<file path="src/core/pdm_pkg.sv">
// constants and types for the peripheral dma channel register block
// Overview of operation
// - ten channel registers sit at offsets 0x100 through 0x124
// - receive current counter is 16 bits, upper bits read zero
// - transmit current pointer is a full 32-bit read address
// - transmit current counter is 16 bits of transfers still to do
// - a zero transmit counter stops transmit transfers
// - receive next pointer becomes the address of the following buffer
// - receive next counter is 16 bits, size of the following buffer
// - transfer control at 0x120 is write only, reads zero
// - transfer status at 0x124 is read only, zero after reset
// - pointer and counter registers are read/write and reset to zero
// - at zero count, next pair loads into current, next counter clears
// - each transfer adds 1, 2 or 4 to pointer, counter decrements
// - end and both-done flags per direction, counter writes clear them
// - enable bits set, disable bits clear, disable wins together
package pdm_pkg;

	localparam logic [11:0] PDM_RX_CUR_PTR_OFF = 12'h100;
	localparam logic [11:0] PDM_RX_CUR_CNT_OFF = 12'h104;
	localparam logic [11:0] PDM_TX_CUR_PTR_OFF = 12'h108;
	localparam logic [11:0] PDM_TX_CUR_CNT_OFF = 12'h10c;
	localparam logic [11:0] PDM_RX_NXT_PTR_OFF = 12'h110;
	localparam logic [11:0] PDM_RX_NXT_CNT_OFF = 12'h114;
	localparam logic [11:0] PDM_TX_NXT_PTR_OFF = 12'h118;
	localparam logic [11:0] PDM_TX_NXT_CNT_OFF = 12'h11c;
	localparam logic [11:0] PDM_CTRL_OFF = 12'h120;
	localparam logic [11:0] PDM_STAT_OFF = 12'h124;
	localparam logic [11:0] PDM_IRQ_STAT_OFF = 12'h128;
	localparam logic [11:0] PDM_IRQ_MASK_OFF = 12'h12c;

	// control and status bit positions
	localparam int PDM_RX_EN_BIT = 0;
	localparam int PDM_RX_DIS_BIT = 1;
	localparam int PDM_TX_EN_BIT = 8;
	localparam int PDM_TX_DIS_BIT = 9;

	// interrupt status / mask bit positions
	localparam int PDM_IRQ_RX_END = 0;
	localparam int PDM_IRQ_RX_BUFF = 1;
	localparam int PDM_IRQ_TX_END = 2;
	localparam int PDM_IRQ_TX_BUFF = 3;
	localparam int PDM_IRQ_W = 4;

	localparam logic [31:0] PDM_PTR_RST = 32'h0000_0000;
	localparam logic [15:0] PDM_CNT_RST = 16'h0000;
	localparam logic [31:0] PDM_STAT_RST = 32'h0000_0000;

	typedef enum logic [1:0] {
		PDM_SZ_BYTE = 2'h0,
		PDM_SZ_HALF = 2'h1,
		PDM_SZ_WORD = 2'h2
	} pdm_size_t;

	typedef enum logic [2:0] {
		PDM_IDLE = 3'b001,
		PDM_RX = 3'b010,
		PDM_TX = 3'b100
	} pdm_state_t;

	// one memory transfer request towards the system bus
	typedef struct packed {
		logic valid;
		logic write;
		pdm_size_t size;
		logic [31:0] addr;
		logic [31:0] wdata;
	} pdm_mem_req_t;

endpackage : pdm_pkg

</file>
<file path="src/core/pdm_channel_regs.sv">
// peripheral dma channel pair: apb registers, chaining and memory requests
`timescale 1ns/1ps
module pdm_channel_regs import pdm_pkg::*; (
	input wire logic core_clk_in,
	input wire logic rst_in,
	// apb slave
	input wire logic psel_in,
	input wire logic penable_in,
	input wire logic pwrite_in,
	input wire logic [11:0] paddr_in,
	input wire logic [31:0] pwdata_in,
	output logic [31:0] prdata_out,
	output logic pready_out,
	output logic pslverr_out,
	// peripheral side
	input wire logic rx_ready_in,
	input wire logic [31:0] rx_data_in,
	input wire pdm_size_t rx_size_in,
	output logic rx_taken_out,
	input wire logic tx_ready_in,
	input wire pdm_size_t tx_size_in,
	output logic [31:0] tx_data_out,
	output logic tx_load_out,
	output logic rx_buffer_done_flag_out,
	output logic rx_all_buffers_done_flag_out,
	output logic tx_buffer_done_flag_out,
	output logic tx_all_buffers_done_flag_out,
	// memory side
	output pdm_mem_req_t mem_req_out,
	input wire logic mem_ack_in,
	input wire logic [31:0] mem_rdata_in,
	output logic irq_out
);

	function automatic logic [31:0] pdm_step(input logic [31:0] ptr,
			input pdm_size_t sz);
		logic [31:0] inc;
		inc = 32'h0000_0001;
		case (sz)
			PDM_SZ_HALF: inc = 32'h0000_0002;
			PDM_SZ_WORD: inc = 32'h0000_0004;
			default: inc = 32'h0000_0001;
		endcase
		return ptr + inc;
	endfunction : pdm_step

	// counters are 16 bits wide; the upper bus bits never reach them
	function automatic logic pdm_is_zero(input logic [15:0] cnt);
		return cnt == 16'h0000;
	endfunction : pdm_is_zero

	logic [31:0] rx_ptr_reg;
	logic [15:0] rx_cnt_reg;
	logic [31:0] rx_nptr_reg;
	logic [15:0] rx_ncnt_reg;
	logic [31:0] tx_ptr_reg;
	logic [15:0] tx_cnt_reg;
	logic [31:0] tx_nptr_reg;
	logic [15:0] tx_ncnt_reg;
	logic rx_en_reg;
	logic tx_en_reg;
	logic [PDM_IRQ_W-1:0] irq_stat_reg;
	logic [PDM_IRQ_W-1:0] irq_mask_reg;
	logic [PDM_IRQ_W-1:0] flag_reg;
	logic [PDM_IRQ_W-1:0] flag_next;
	logic [31:0] prdata_reg;
	logic [31:0] rdata_next;
	logic tx_load_reg;
	logic [31:0] tx_data_reg;
	pdm_state_t state_reg;
	pdm_mem_req_t req_reg;

	logic wr_acc;
	logic rd_setup;
	logic mapped;
	logic w_rx_ptr;
	logic w_rx_cnt;
	logic w_tx_ptr;
	logic w_tx_cnt;
	logic w_rx_nptr;
	logic w_rx_ncnt;
	logic w_tx_nptr;
	logic w_tx_ncnt;
	logic w_ctrl;
	logic w_istat;
	logic w_imask;
	logic rx_go;
	logic tx_go;
	logic rx_done;
	logic tx_done;
	logic rx_reload;
	logic tx_reload;
	logic rx_cnt_zero;
	logic rx_ncnt_zero;
	logic tx_cnt_zero;
	logic tx_ncnt_zero;
	logic rx_touch;
	logic tx_touch;

	// apb decode; every access answers in its first access cycle
	assign wr_acc = psel_in & penable_in & pwrite_in;
	assign rd_setup = psel_in & ~penable_in & ~pwrite_in;
	assign pready_out = 1'b1;

	always_comb begin
		case (paddr_in)
			PDM_RX_CUR_PTR_OFF, PDM_RX_CUR_CNT_OFF,
			PDM_TX_CUR_PTR_OFF, PDM_TX_CUR_CNT_OFF,
			PDM_RX_NXT_PTR_OFF, PDM_RX_NXT_CNT_OFF,
			PDM_TX_NXT_PTR_OFF, PDM_TX_NXT_CNT_OFF,
			PDM_CTRL_OFF, PDM_STAT_OFF,
			PDM_IRQ_STAT_OFF, PDM_IRQ_MASK_OFF: mapped = 1'b1;
			default: mapped = 1'b0;
		endcase
	end

	// writes to read-only status are refused as well
	// a refused write leaves every register as it was
	assign pslverr_out = psel_in & penable_in &
		(~mapped | (pwrite_in & (paddr_in == PDM_STAT_OFF)));

	assign w_rx_ptr = wr_acc & (paddr_in == PDM_RX_CUR_PTR_OFF);
	assign w_rx_cnt = wr_acc & (paddr_in == PDM_RX_CUR_CNT_OFF);
	assign w_tx_ptr = wr_acc & (paddr_in == PDM_TX_CUR_PTR_OFF);
	assign w_tx_cnt = wr_acc & (paddr_in == PDM_TX_CUR_CNT_OFF);
	assign w_rx_nptr = wr_acc & (paddr_in == PDM_RX_NXT_PTR_OFF);
	assign w_rx_ncnt = wr_acc & (paddr_in == PDM_RX_NXT_CNT_OFF);
	assign w_tx_nptr = wr_acc & (paddr_in == PDM_TX_NXT_PTR_OFF);
	assign w_tx_ncnt = wr_acc & (paddr_in == PDM_TX_NXT_CNT_OFF);
	assign w_ctrl = wr_acc & (paddr_in == PDM_CTRL_OFF);
	assign w_istat = wr_acc & (paddr_in == PDM_IRQ_STAT_OFF);
	assign w_imask = wr_acc & (paddr_in == PDM_IRQ_MASK_OFF);

	always_comb begin
		rdata_next = 32'h0000_0000;
		case (paddr_in)
			PDM_RX_CUR_PTR_OFF: rdata_next = rx_ptr_reg;
			PDM_RX_CUR_CNT_OFF: rdata_next = {16'h0000, rx_cnt_reg};
			PDM_TX_CUR_PTR_OFF: rdata_next = tx_ptr_reg;
			PDM_TX_CUR_CNT_OFF: rdata_next = {16'h0000, tx_cnt_reg};
			PDM_RX_NXT_PTR_OFF: rdata_next = rx_nptr_reg;
			PDM_RX_NXT_CNT_OFF: rdata_next = {16'h0000, rx_ncnt_reg};
			PDM_TX_NXT_PTR_OFF: rdata_next = tx_nptr_reg;
			PDM_TX_NXT_CNT_OFF: rdata_next = {16'h0000, tx_ncnt_reg};
			PDM_CTRL_OFF: rdata_next = 32'h0000_0000;
			PDM_STAT_OFF: begin
				rdata_next[PDM_RX_EN_BIT] = rx_en_reg;
				rdata_next[PDM_TX_EN_BIT] = tx_en_reg;
			end
			PDM_IRQ_STAT_OFF: rdata_next[PDM_IRQ_W-1:0] = irq_stat_reg;
			PDM_IRQ_MASK_OFF: rdata_next[PDM_IRQ_W-1:0] = irq_mask_reg;
			default: rdata_next = 32'h0000_0000;
		endcase
	end

	// read data is captured in the setup cycle so prdata comes from a flop
	// a counter that moves during the access still reads its setup value
	always_ff @(posedge core_clk_in) begin
		if (rst_in) begin
			prdata_reg <= 32'h0000_0000;
		end else if (rd_setup) begin
			prdata_reg <= rdata_next;
		end
	end
	assign prdata_out = prdata_reg;

	// enable state: disable has precedence over enable
	always_ff @(posedge core_clk_in) begin
		if (rst_in) begin
			rx_en_reg <= 1'b0;
			tx_en_reg <= 1'b0;
		end else if (w_ctrl) begin
			if (pwdata_in[PDM_RX_DIS_BIT]) begin
				rx_en_reg <= 1'b0;
			end else if (pwdata_in[PDM_RX_EN_BIT]) begin
				rx_en_reg <= 1'b1;
			end
			if (pwdata_in[PDM_TX_DIS_BIT]) begin
				tx_en_reg <= 1'b0;
			end else if (pwdata_in[PDM_TX_EN_BIT]) begin
				tx_en_reg <= 1'b1;
			end
		end
	end

	// a software write to either counter of a pair counts as a touch
	assign rx_cnt_zero = pdm_is_zero(rx_cnt_reg);
	assign rx_ncnt_zero = pdm_is_zero(rx_ncnt_reg);
	assign tx_cnt_zero = pdm_is_zero(tx_cnt_reg);
	assign tx_ncnt_zero = pdm_is_zero(tx_ncnt_reg);
	assign rx_touch = w_rx_cnt | w_rx_ncnt;
	assign tx_touch = w_tx_cnt | w_tx_ncnt;

	// a transfer is only started with a nonzero counter
	assign rx_go = rx_en_reg & ~rx_cnt_zero & rx_ready_in;
	assign tx_go = tx_en_reg & ~tx_cnt_zero & tx_ready_in &
		~tx_load_reg;
	assign rx_done = (state_reg == PDM_RX) & mem_ack_in;
	assign tx_done = (state_reg == PDM_TX) & mem_ack_in;

	// chaining waits a cycle if software touches the pair at the same edge
	// the enables do not gate chaining; a disabled pair still reloads
	assign rx_reload = rx_cnt_zero & ~rx_ncnt_zero & ~rx_touch &
		~w_rx_ptr & ~w_rx_nptr &
		(state_reg != PDM_RX);
	assign tx_reload = tx_cnt_zero & ~tx_ncnt_zero & ~tx_touch &
		~w_tx_ptr & ~w_tx_nptr &
		(state_reg != PDM_TX);

	// receive pointer and counter pair
	always_ff @(posedge core_clk_in) begin
		if (rst_in) begin
			rx_ptr_reg <= PDM_PTR_RST;
			rx_cnt_reg <= PDM_CNT_RST;
			rx_nptr_reg <= PDM_PTR_RST;
			rx_ncnt_reg <= PDM_CNT_RST;
		end else begin
			if (w_rx_nptr) begin
				rx_nptr_reg <= pwdata_in;
			end
			if (w_rx_ncnt) begin
				rx_ncnt_reg <= pwdata_in[15:0];
			end
			if (w_rx_ptr) begin
				rx_ptr_reg <= pwdata_in;
			end else if (rx_done) begin
				rx_ptr_reg <= pdm_step(rx_ptr_reg, req_reg.size);
			end else if (rx_reload) begin
				rx_ptr_reg <= rx_nptr_reg;
			end
			if (w_rx_cnt) begin
				rx_cnt_reg <= pwdata_in[15:0];
			end else if (rx_done) begin
				rx_cnt_reg <= rx_cnt_reg - 16'h0001;
			end else if (rx_reload) begin
				rx_cnt_reg <= rx_ncnt_reg;
				rx_ncnt_reg <= PDM_CNT_RST;
			end
		end
	end

	// transmit pointer and counter pair
	always_ff @(posedge core_clk_in) begin
		if (rst_in) begin
			tx_ptr_reg <= PDM_PTR_RST;
			tx_cnt_reg <= PDM_CNT_RST;
			tx_nptr_reg <= PDM_PTR_RST;
			tx_ncnt_reg <= PDM_CNT_RST;
		end else begin
			if (w_tx_nptr) begin
				tx_nptr_reg <= pwdata_in;
			end
			if (w_tx_ncnt) begin
				tx_ncnt_reg <= pwdata_in[15:0];
			end
			if (w_tx_ptr) begin
				tx_ptr_reg <= pwdata_in;
			end else if (tx_done) begin
				tx_ptr_reg <= pdm_step(tx_ptr_reg, req_reg.size);
			end else if (tx_reload) begin
				tx_ptr_reg <= tx_nptr_reg;
			end
			if (w_tx_cnt) begin
				tx_cnt_reg <= pwdata_in[15:0];
			end else if (tx_done) begin
				tx_cnt_reg <= tx_cnt_reg - 16'h0001;
			end else if (tx_reload) begin
				tx_cnt_reg <= tx_ncnt_reg;
				tx_ncnt_reg <= PDM_CNT_RST;
			end
		end
	end

	// transfer sequencer: receive is served before transmit
	always_ff @(posedge core_clk_in) begin
		if (rst_in) begin
			state_reg <= PDM_IDLE;
			req_reg <= '0;
		end else begin
			case (state_reg)
				PDM_IDLE: begin
					if (rx_go) begin
						state_reg <= PDM_RX;
						req_reg.valid <= 1'b1;
						req_reg.write <= 1'b1;
						req_reg.size <= rx_size_in;
						req_reg.addr <= rx_ptr_reg;
						req_reg.wdata <= rx_data_in;
					end else if (tx_go) begin
						state_reg <= PDM_TX;
						req_reg.valid <= 1'b1;
						req_reg.write <= 1'b0;
						req_reg.size <= tx_size_in;
						req_reg.addr <= tx_ptr_reg;
						req_reg.wdata <= 32'h0000_0000;
					end
				end
				PDM_RX, PDM_TX: begin
					if (mem_ack_in) begin
						state_reg <= PDM_IDLE;
						req_reg.valid <= 1'b0;
					end
				end
				default: begin
					state_reg <= PDM_IDLE;
					req_reg.valid <= 1'b0;
				end
			endcase
		end
	end
	assign mem_req_out = req_reg;

	// the peripheral drops its ready on this pulse, before idle resamples
	assign rx_taken_out = rx_done;

	always_ff @(posedge core_clk_in) begin
		if (rst_in) begin
			tx_load_reg <= 1'b0;
			tx_data_reg <= 32'h0000_0000;
		end else begin
			tx_load_reg <= tx_done;
			if (tx_done) begin
				tx_data_reg <= mem_rdata_in;
			end
		end
	end
	assign tx_load_out = tx_load_reg;
	assign tx_data_out = tx_data_reg;

	// end flags follow the counters; a counter write forces them low a cycle
	always_comb begin
		flag_next[PDM_IRQ_RX_END] = rx_cnt_zero & ~rx_touch;
		flag_next[PDM_IRQ_RX_BUFF] = rx_cnt_zero & rx_ncnt_zero &
			~rx_touch;
		flag_next[PDM_IRQ_TX_END] = tx_cnt_zero & ~tx_touch;
		flag_next[PDM_IRQ_TX_BUFF] = tx_cnt_zero & tx_ncnt_zero &
			~tx_touch;
	end

	// counters reset to zero, so the flags start set: no false edge at release
	always_ff @(posedge core_clk_in) begin
		if (rst_in) begin
			flag_reg <= {PDM_IRQ_W{1'b1}};
		end else begin
			flag_reg <= flag_next;
		end
	end
	assign rx_buffer_done_flag_out = flag_reg[PDM_IRQ_RX_END];
	assign rx_all_buffers_done_flag_out = flag_reg[PDM_IRQ_RX_BUFF];
	assign tx_buffer_done_flag_out = flag_reg[PDM_IRQ_TX_END];
	assign tx_all_buffers_done_flag_out = flag_reg[PDM_IRQ_TX_BUFF];

	// sticky interrupt status: a rising flag sets, write one clears, set wins
	always_ff @(posedge core_clk_in) begin
		if (rst_in) begin
			irq_stat_reg <= '0;
		end else begin
			irq_stat_reg <= (irq_stat_reg &
				~(w_istat ? pwdata_in[PDM_IRQ_W-1:0] : '0)) |
				(flag_next & ~flag_reg);
		end
	end

	always_ff @(posedge core_clk_in) begin
		if (rst_in) begin
			irq_mask_reg <= '0;
		end else if (w_imask) begin
			irq_mask_reg <= pwdata_in[PDM_IRQ_W-1:0];
		end
	end

	// built only from registers, so bus activity cannot glitch the line
	assign irq_out = |(irq_stat_reg & irq_mask_reg);

endmodule : pdm_channel_regs

</file>
<file path="config.mk">
export PLATFORM = sky130hd
export DESIGN_NAME = pdm_channel_regs
export DESIGN_NICKNAME = d
export VERILOG_FILES = /design/src/core/pdm_pkg.sv /design/src/core/pdm_channel_regs.sv
export SDC_FILE = /design/constraint.sdc
export NUM_CORES = 1
export LEC_CHECK = 0
export BUFFER_PORTS_ARGS = -buffer_cell sky130_fd_sc_hd__buf_4
export CORE_ASPECT_RATIO = 1.2
export CORE_MARGIN = 4
export CORE_UTILIZATION = 58
export DETAILED_ROUTE_END_ITERATION = 12
export HOLD_SLACK_MARGIN = 0.02
export PLACE_DENSITY = 0.86
export SYNTH_ARGS = -nofsm -noshare
export SYNTH_HDL_FRONTEND = slang
export SYNTH_SLANG_ARGS = --single-unit
</file>
<file path="constraint.sdc">
create_clock -name core_clk_in -period 3.7 [get_ports core_clk_in]
set_clock_uncertainty 0.2 [all_clocks]
set_input_delay 0.555 -clock core_clk_in [delete_from_list [all_inputs] [get_ports core_clk_in]]
set_output_delay 0.555 -clock core_clk_in [all_outputs]
set_load 0.05 [all_outputs]
</file>
== Word-level counts from Yosys, hierarchy flattened ==
Index checks and enable logic that the tools add are counted.

* Bits in registers: 342
* Output and inout bits: 141
* Word-level logic and storage cells: 174

* $add $sub $neg: 4
* Equality and inequality tests: 21
* Muxes and demuxes: 46
* Bitwise gates (word level): 63
* Reductions and logical operators: 18

{| class="wikitable"
|+ Operators by type and width
! cell !! count
|-
| $mux 32 || 12
|-
| $mux 16 || 14
|-
| $pmux 23 s8 || 1
|-
| $eq 12x9->1 const B || 12
|-
| $mux 68 || 2
|-
| $add 32x32->32 || 2
|-
| $logic_not 16->1 || 4
|-
| $and 1x1->1 || 40
|-
| $pmux 4 s8 || 1
|-
| $sub 16x1->16 const B || 2
|-
| $pmux 3 s10 || 1
|-
| $not 1->1 || 14
|-
| $and 4x4->4 || 3
|-
| $pmux 3 s2 || 2
|-
| $reduce_bool 3->1 || 4
|-
| $reduce_or 12->1 || 1
|-
| $pmux 1 s11 || 1
|-
| $mux 3 || 3
|-
| $pmux 1 s9 || 1
|-
| $not 4->4 || 2
|-
| $reduce_and 2->1 || 4
|-
| $mux 1 || 6
|-
| $ne 3x3->1 const B || 2
|-
| $reduce_bool 2->1 || 3
|-
| other kinds (13) || 15
|}

== Longest topological paths before layout ==
* Depth after elaboration: 12
* Depth in mapped cells: 12

== Worst setup path before layout ==
OpenSTA, ideal clock, no wires.

* Path type: input to output
* From: input port paddr_in[2]
* To: output port pslverr_out
* Arrival: 2.677 ns
* Path slack: 0.268 ns
* Stages: 5
* Buffers on the path: 3
* Cell sequence: buf_2 buf_1 clkbuf_1 a2111oi_0 nor3_1

* Cells in the longest elaborated chain, start to end: 6
* Elaborated cells between the ends (all ways): 18
* Classes of those cells: eq/ne: 12; mux: 1; bitwise: 4; reduce/logical: 1

{| class="wikitable"
|+ RTL lines
! item !! line !! RTL
|-
| start, declared || pdm_channel_regs.sv:10 || <nowiki>input wire logic [11:0] paddr_in,</nowiki>
|-
| $eq 12x9->1 (on tied branches) || pdm_channel_regs.sv:106, pdm_channel_regs.sv:120 ||
|-
| $reduce_or 12->1 || pdm_channel_regs.sv:106 || <nowiki>case (paddr_in)</nowiki>
|-
| $mux 1 || pdm_channel_regs.sv:106 ||
|-
| $not 1->1 || pdm_channel_regs.sv:120 || <nowiki>(~mapped | (pwrite_in & (paddr_in == PDM_STAT_OFF)));</nowiki>
|-
| $or 1x1->1 * || pdm_channel_regs.sv:120 ||
|-
| $and 1x1->1 * || pdm_channel_regs.sv:119 || <nowiki>assign pslverr_out = psel_in & penable_in &</nowiki>
|-
| end, declared || pdm_channel_regs.sv:14 || <nowiki>output logic pslverr_out,</nowiki>
|}

Mark *: on every way between the ends. The rest lies on a longest branch, timed or not.

== Worst setup path after layout ==
* From: register req_reg (netlist bit mem_req_out[64])
* To: register rx_ptr_reg[28]

* Cells in the longest elaborated chain, start to end: 8
* Elaborated cells between the ends (all ways): 9
* Classes of those cells: add/sub: 1; eq/ne: 2; mux: 6

{| class="wikitable"
|+ RTL lines
! item !! line !! RTL
|-
| start, declared || pdm_channel_regs.sv:71 || <nowiki>pdm_mem_req_t req_reg;</nowiki>
|-
| $eq 2x2->1 or $eq 2x1->1 (tied branches) || pdm_channel_regs.sv:39 || <nowiki>case (sz)</nowiki>
|-
| $pmux 3 s2 * || pdm_channel_regs.sv:39 ||
|-
| $mux 32 * || pdm_channel_regs.sv:226 || <nowiki>end else if (rx_done) begin</nowiki>
|-
| $mux 32 * || pdm_channel_regs.sv:224 || <nowiki>if (w_rx_ptr) begin</nowiki>
|-
| $mux 32 * || pdm_channel_regs.sv:212 || <nowiki>if (rst_in) begin</nowiki>
|-
| $add 32x32->32 * || pdm_channel_regs.sv:44 || <nowiki>return ptr + inc;</nowiki>
|-
| $mux 32 * || pdm_channel_regs.sv:226 ||
|-
| $mux 32 * || pdm_channel_regs.sv:224 ||
|-
| end signal, assigned || pdm_channel_regs.sv:225 || <nowiki>rx_ptr_reg <= pwdata_in;</nowiki>
|-
| end signal, assigned || pdm_channel_regs.sv:227 || <nowiki>rx_ptr_reg <= pdm_step(rx_ptr_reg, req_reg.size);</nowiki>
|-
| end signal, assigned || pdm_channel_regs.sv:229 || <nowiki>rx_ptr_reg <= rx_nptr_reg;</nowiki>
|-
| end, declared || pdm_channel_regs.sv:52 || <nowiki>logic [31:0] rx_ptr_reg;</nowiki>
|}

Mark *: on every way between the ends. The rest lies on a longest branch, timed or not. The select of a mux whose other input is x is not followed.
A chain may end at the register's enable or synchronous reset.

==> Implementation_results.wiki <==
{| class="wikitable"
! Metric !! Value
|-
| Async set or reset register ratio after synthesis || 0%
|-
| Synth Flop Type || dfxtp_1
|-
| Drt first-iter violations || roughly 2,900
|-
| Detailed placer's ending HPWL || between 50,000 and 60,000 um
|-
| Area growth from synthesis to layout || 19.61%
|-
| Area contributors post-synth || dfxtp_1 38%, nand2_1 8.7%, a21oi_1 7.2%
|-
| Post-cts resize count || 0
|-
| Area inside the core boundary || about 30,000 um^2
|-
| Hold slack || 0.05272 ns
|-
| Post-detailed-route DRC marker count || 0
|-
| Maximum clock path buffer count || 3
|-
| Cell count after placement || between 2,000 and 3,000
|-
| Number of routed nets with antenna violations || 0
|-
| Vias in the first global route || 19,080
|-
| Congestion Overflow GR || 0
|-
| GPL Wtd Cong || 1.044
|-
| Type of the worst min-delay path || input pin to flop
|-
| Detailed-route wire length || between 70,000 and 80,000 um
|-
| Unique cell type count in the Yosys netlist || 93
|-
| TritonRoute pass-1 iters || 9
|-
| Clock-pin slew on the worst setup and hold paths || 0.06 ns
|-
| Total of warnings raised by yosys || 0
|-
| Total number of vias || between 20,000 and 25,000
|-
| Synth area leader || dfxtp_1
|-
| Startpoint type of the worst setup path || flop
|-
| Worst EP required || 3.98 ns
|-
| Register share of total power || a little under half
|-
| TritonCTS sink count || about 340
|-
| DP Area || ~20,000 um^2
|-
| Internal power of the cells || between 5 and 6 mW
|-
| Starting density of the core || about 59%
|-
| Share of power burned in the clock network || between 40% and 50%
|-
| Static leakage power || a little under 8 nW
|-
| GRT Overall Usage || a little over two fifths
|-
| Critical Path Sink Type || flop
|-
| Setup Total Neg Slack || 0 ns
|-
| Largest net degree at the start of global routing || 140
|-
| Deepest level of the CTS H-tree || 2
|-
| TritonCTS clock tree || done
|-
| RSZ-0062 raised after global routing || false
|-
| Share of cells above drive strength 1 || between 10% and 20%
|-
| Port Buffers || approximately 260
|-
| Maximum achievable frequency || between 200 and 300 MHz
|-
| Gate power share || 5.1%
|-
| PD cells || 363.7 nW/um^2
|-
| Final setup viols || 0
|-
| Most frequent cells in the layout || 417 x nand2_1, 342 x dfxtp_1, 331 x buf_4
|-
| Critical path type || flop to flop
|-
| Post-cts hold buffer count || 0
|-
| Avg Synthesized Cell Area || 7.748 um^2
|-
| Max IR drop VDD || ~0.49 mV
|-
| Most common cell after layout, fill and taps aside || nand2_1
|-
| Minimum period implied by the final worst setup slack || between 3 and 4 ns
|-
| Count of mapped cells out of synthesis || 2,317
|-
| Number of antenna violations at the first check in global routing || 2
|-
| Multi-input combinational cell area || 10,190 um^2
|-
| Global-route wire length before repair || approximately 110,000 um
|-
| Syn Std Cell Area || ~18,000 um^2
|-
| Share of synthesized area occupied by flip-flops and latches || a little under two fifths
|-
| Data arrival time at the worst-slack endpoint || approximately 3.7 ns
|-
| Max-slew headroom at the worst pin || a little under a quarter
|-
| Overall power || around 7.8 mW
|-
| Top cell type's share of synthesized area || about two fifths
|-
| Number of enable flip-flop cells after synthesis || 0
|-
| Clock latency on the worst-skew pair || 0.55 ns
|-
| Cell at the root of the clock tree || clkbuf_16
|-
| Die Footprint || ~34,000 um^2
|-
| Number of CTS-inserted buffers || 37
|-
| Post-Layout Cell Count || about 3,000
|-
| # IOs || between 200 and 300
|-
| Vias per cell || 6.915
|-
| DIE HEIGHT || approximately 200 um
|-
| Final Slew Violations || 0
|-
| Syn Nets || 2,451
|-
| Status || complete, no violations
|-
| Max Fanout on Critical Path || 11
|-
| Die width || between 150 and 200 um
|-
| Average routed wire per standard cell || between 20 and 30 um
|-
| Final non-filler cell area || 21,470 um^2
|-
| Switching component of the power || 1.839 mW
|-
| Filler cells || roughly 2,400
|-
| Switching share of power || a little under a quarter
|-
| Number of max-cap violations || 0
|-
| Count of buffers added by post-CTS timing repair for setup || 0
|-
| Net count of the finished layout || roughly 2,600
|-
| Number of hold violations in the final report || 0
|-
| Number of flip-flops under the largest register name || 68
|-
| Final period util || roughly nine tenths
|-
| Count of state elements after synthesis || roughly 340
|-
| Slew at the pin closest to its max-slew limit || 1.155 ns
|-
| Register Area || between 6000 and 7000 um^2
|-
| Row count || 70
|}
-- path summary, 6_finish.rpt --
kind / start / slack [ns] / cells past startpoint / to
worst max-delay path: mem_req_out[64] / 0.32 / 11 / rx_ptr_reg[28]
worst max register to register: mem_req_out[64] / 0.32 / 11 / rx_ptr_reg[28]
worst min-delay path: rx_data_in[3] / 0.05 / 3 / mem_req_out[3]
worst min register to register: prdata_out[13] / 0.25 / 2 / prdata_out[13]
-- synth_stat cells (all sizes together), types with 20 or more instances --
library cell    n
o21ai          95
nand4          26
nor2          223
xnor2          23
nor3           71
nor4           37
nand3          59
a211oi         39
clkbuf        141
nand2         422
a22oi          87
a31oi          21
o211ai         29
dfxtp         342
mux2i          47
a311oi         38
a211o          20
xor2           34
a21oi         260
buf            63
-- area by class of cell --
| type | count | area share, % |
|---|---|---|
| Antenna cell | 1 | 0.01165 |
| Tap cell | 396 | 2.307 |
| Clock inverter | 10 | 0.5302 |
| Multi-Input combinational cell | 1753 | 47.46 |
| Inverter | 18 | 0.3146 |
| Clock buffer | 53 | 5.017 |
| Sequential cell | 342 | 31.88 |
| Timing Repair Buffer | 341 | 12.48 |
-- kinds of logic after synthesis --
logic type | Yosys count | share of synthesized area [%]
multiplexers | 55 | 3.185
AO/OA/AOI/OAI | 693 | 25.10
adder cells (fa/ha/maj) | 14 | 1.059
flip-flops | 342 | 38.14
XOR/XNOR | 57 | 2.781
AND/OR/NAND/NOR | 933 | 24.28
other | 1 | 0.02089
buffers and inverters | 222 | 5.443
-- metal layers --
| layer | GRT usage, % | share of wire, % | routed length (um) |
|---|---|---|---|
| met1 | 54.69 | 35 | 27300 |
| met3 | 12.39 | 14 | 10950 |
| met5 | 0 | 0.030 | 23 |
| met2 | 66.31 | 43 | 33340 |
| met4 | 25.60 | 7.2 | 5559 |
-- through the flow --
| step | utilization, % | worst slack, ns |
|---|---|---|
| after global routing | 70.44 | 0.1781 |
| final | 70.45 | 0.3184 |
| after global placement | 66.54 | 0.5287 |
| after detailed placement | 66.54 | 0.4482 |
| after floorplan | - | 0.2677 |
| after CTS | 70.44 | 0.4007 |
-- power groups by stage --
stage / registers (mW) / clock network, mW / logic [mW]
final: 3.68 / 3.73 / 0.395
after CTS: 3.68 / 3.72 / 0.374
after floorplan: 3.77 / 0 / 0.159
after global routing: 3.68 / 3.86 / 0.398
after global placement: 3.77 / 0 / 0.372
after detailed placement: 3.77 / 0 / 0.374
-- critical path: stages (launching register included) --
cell	delay (ns)
dfxtp_1	0.39
inv_1	0.07
ha_1	0.36
ha_1	0.23
inv_1	0.08
fa_1	0.38
nor2b_1	0.27
o2111a_1	0.57
nand3_1	0.17
xor2_1	0.17
a211o_1	0.29
a21oi_1	0.11
Note: power is estimated with default switching activity, not from simulation.
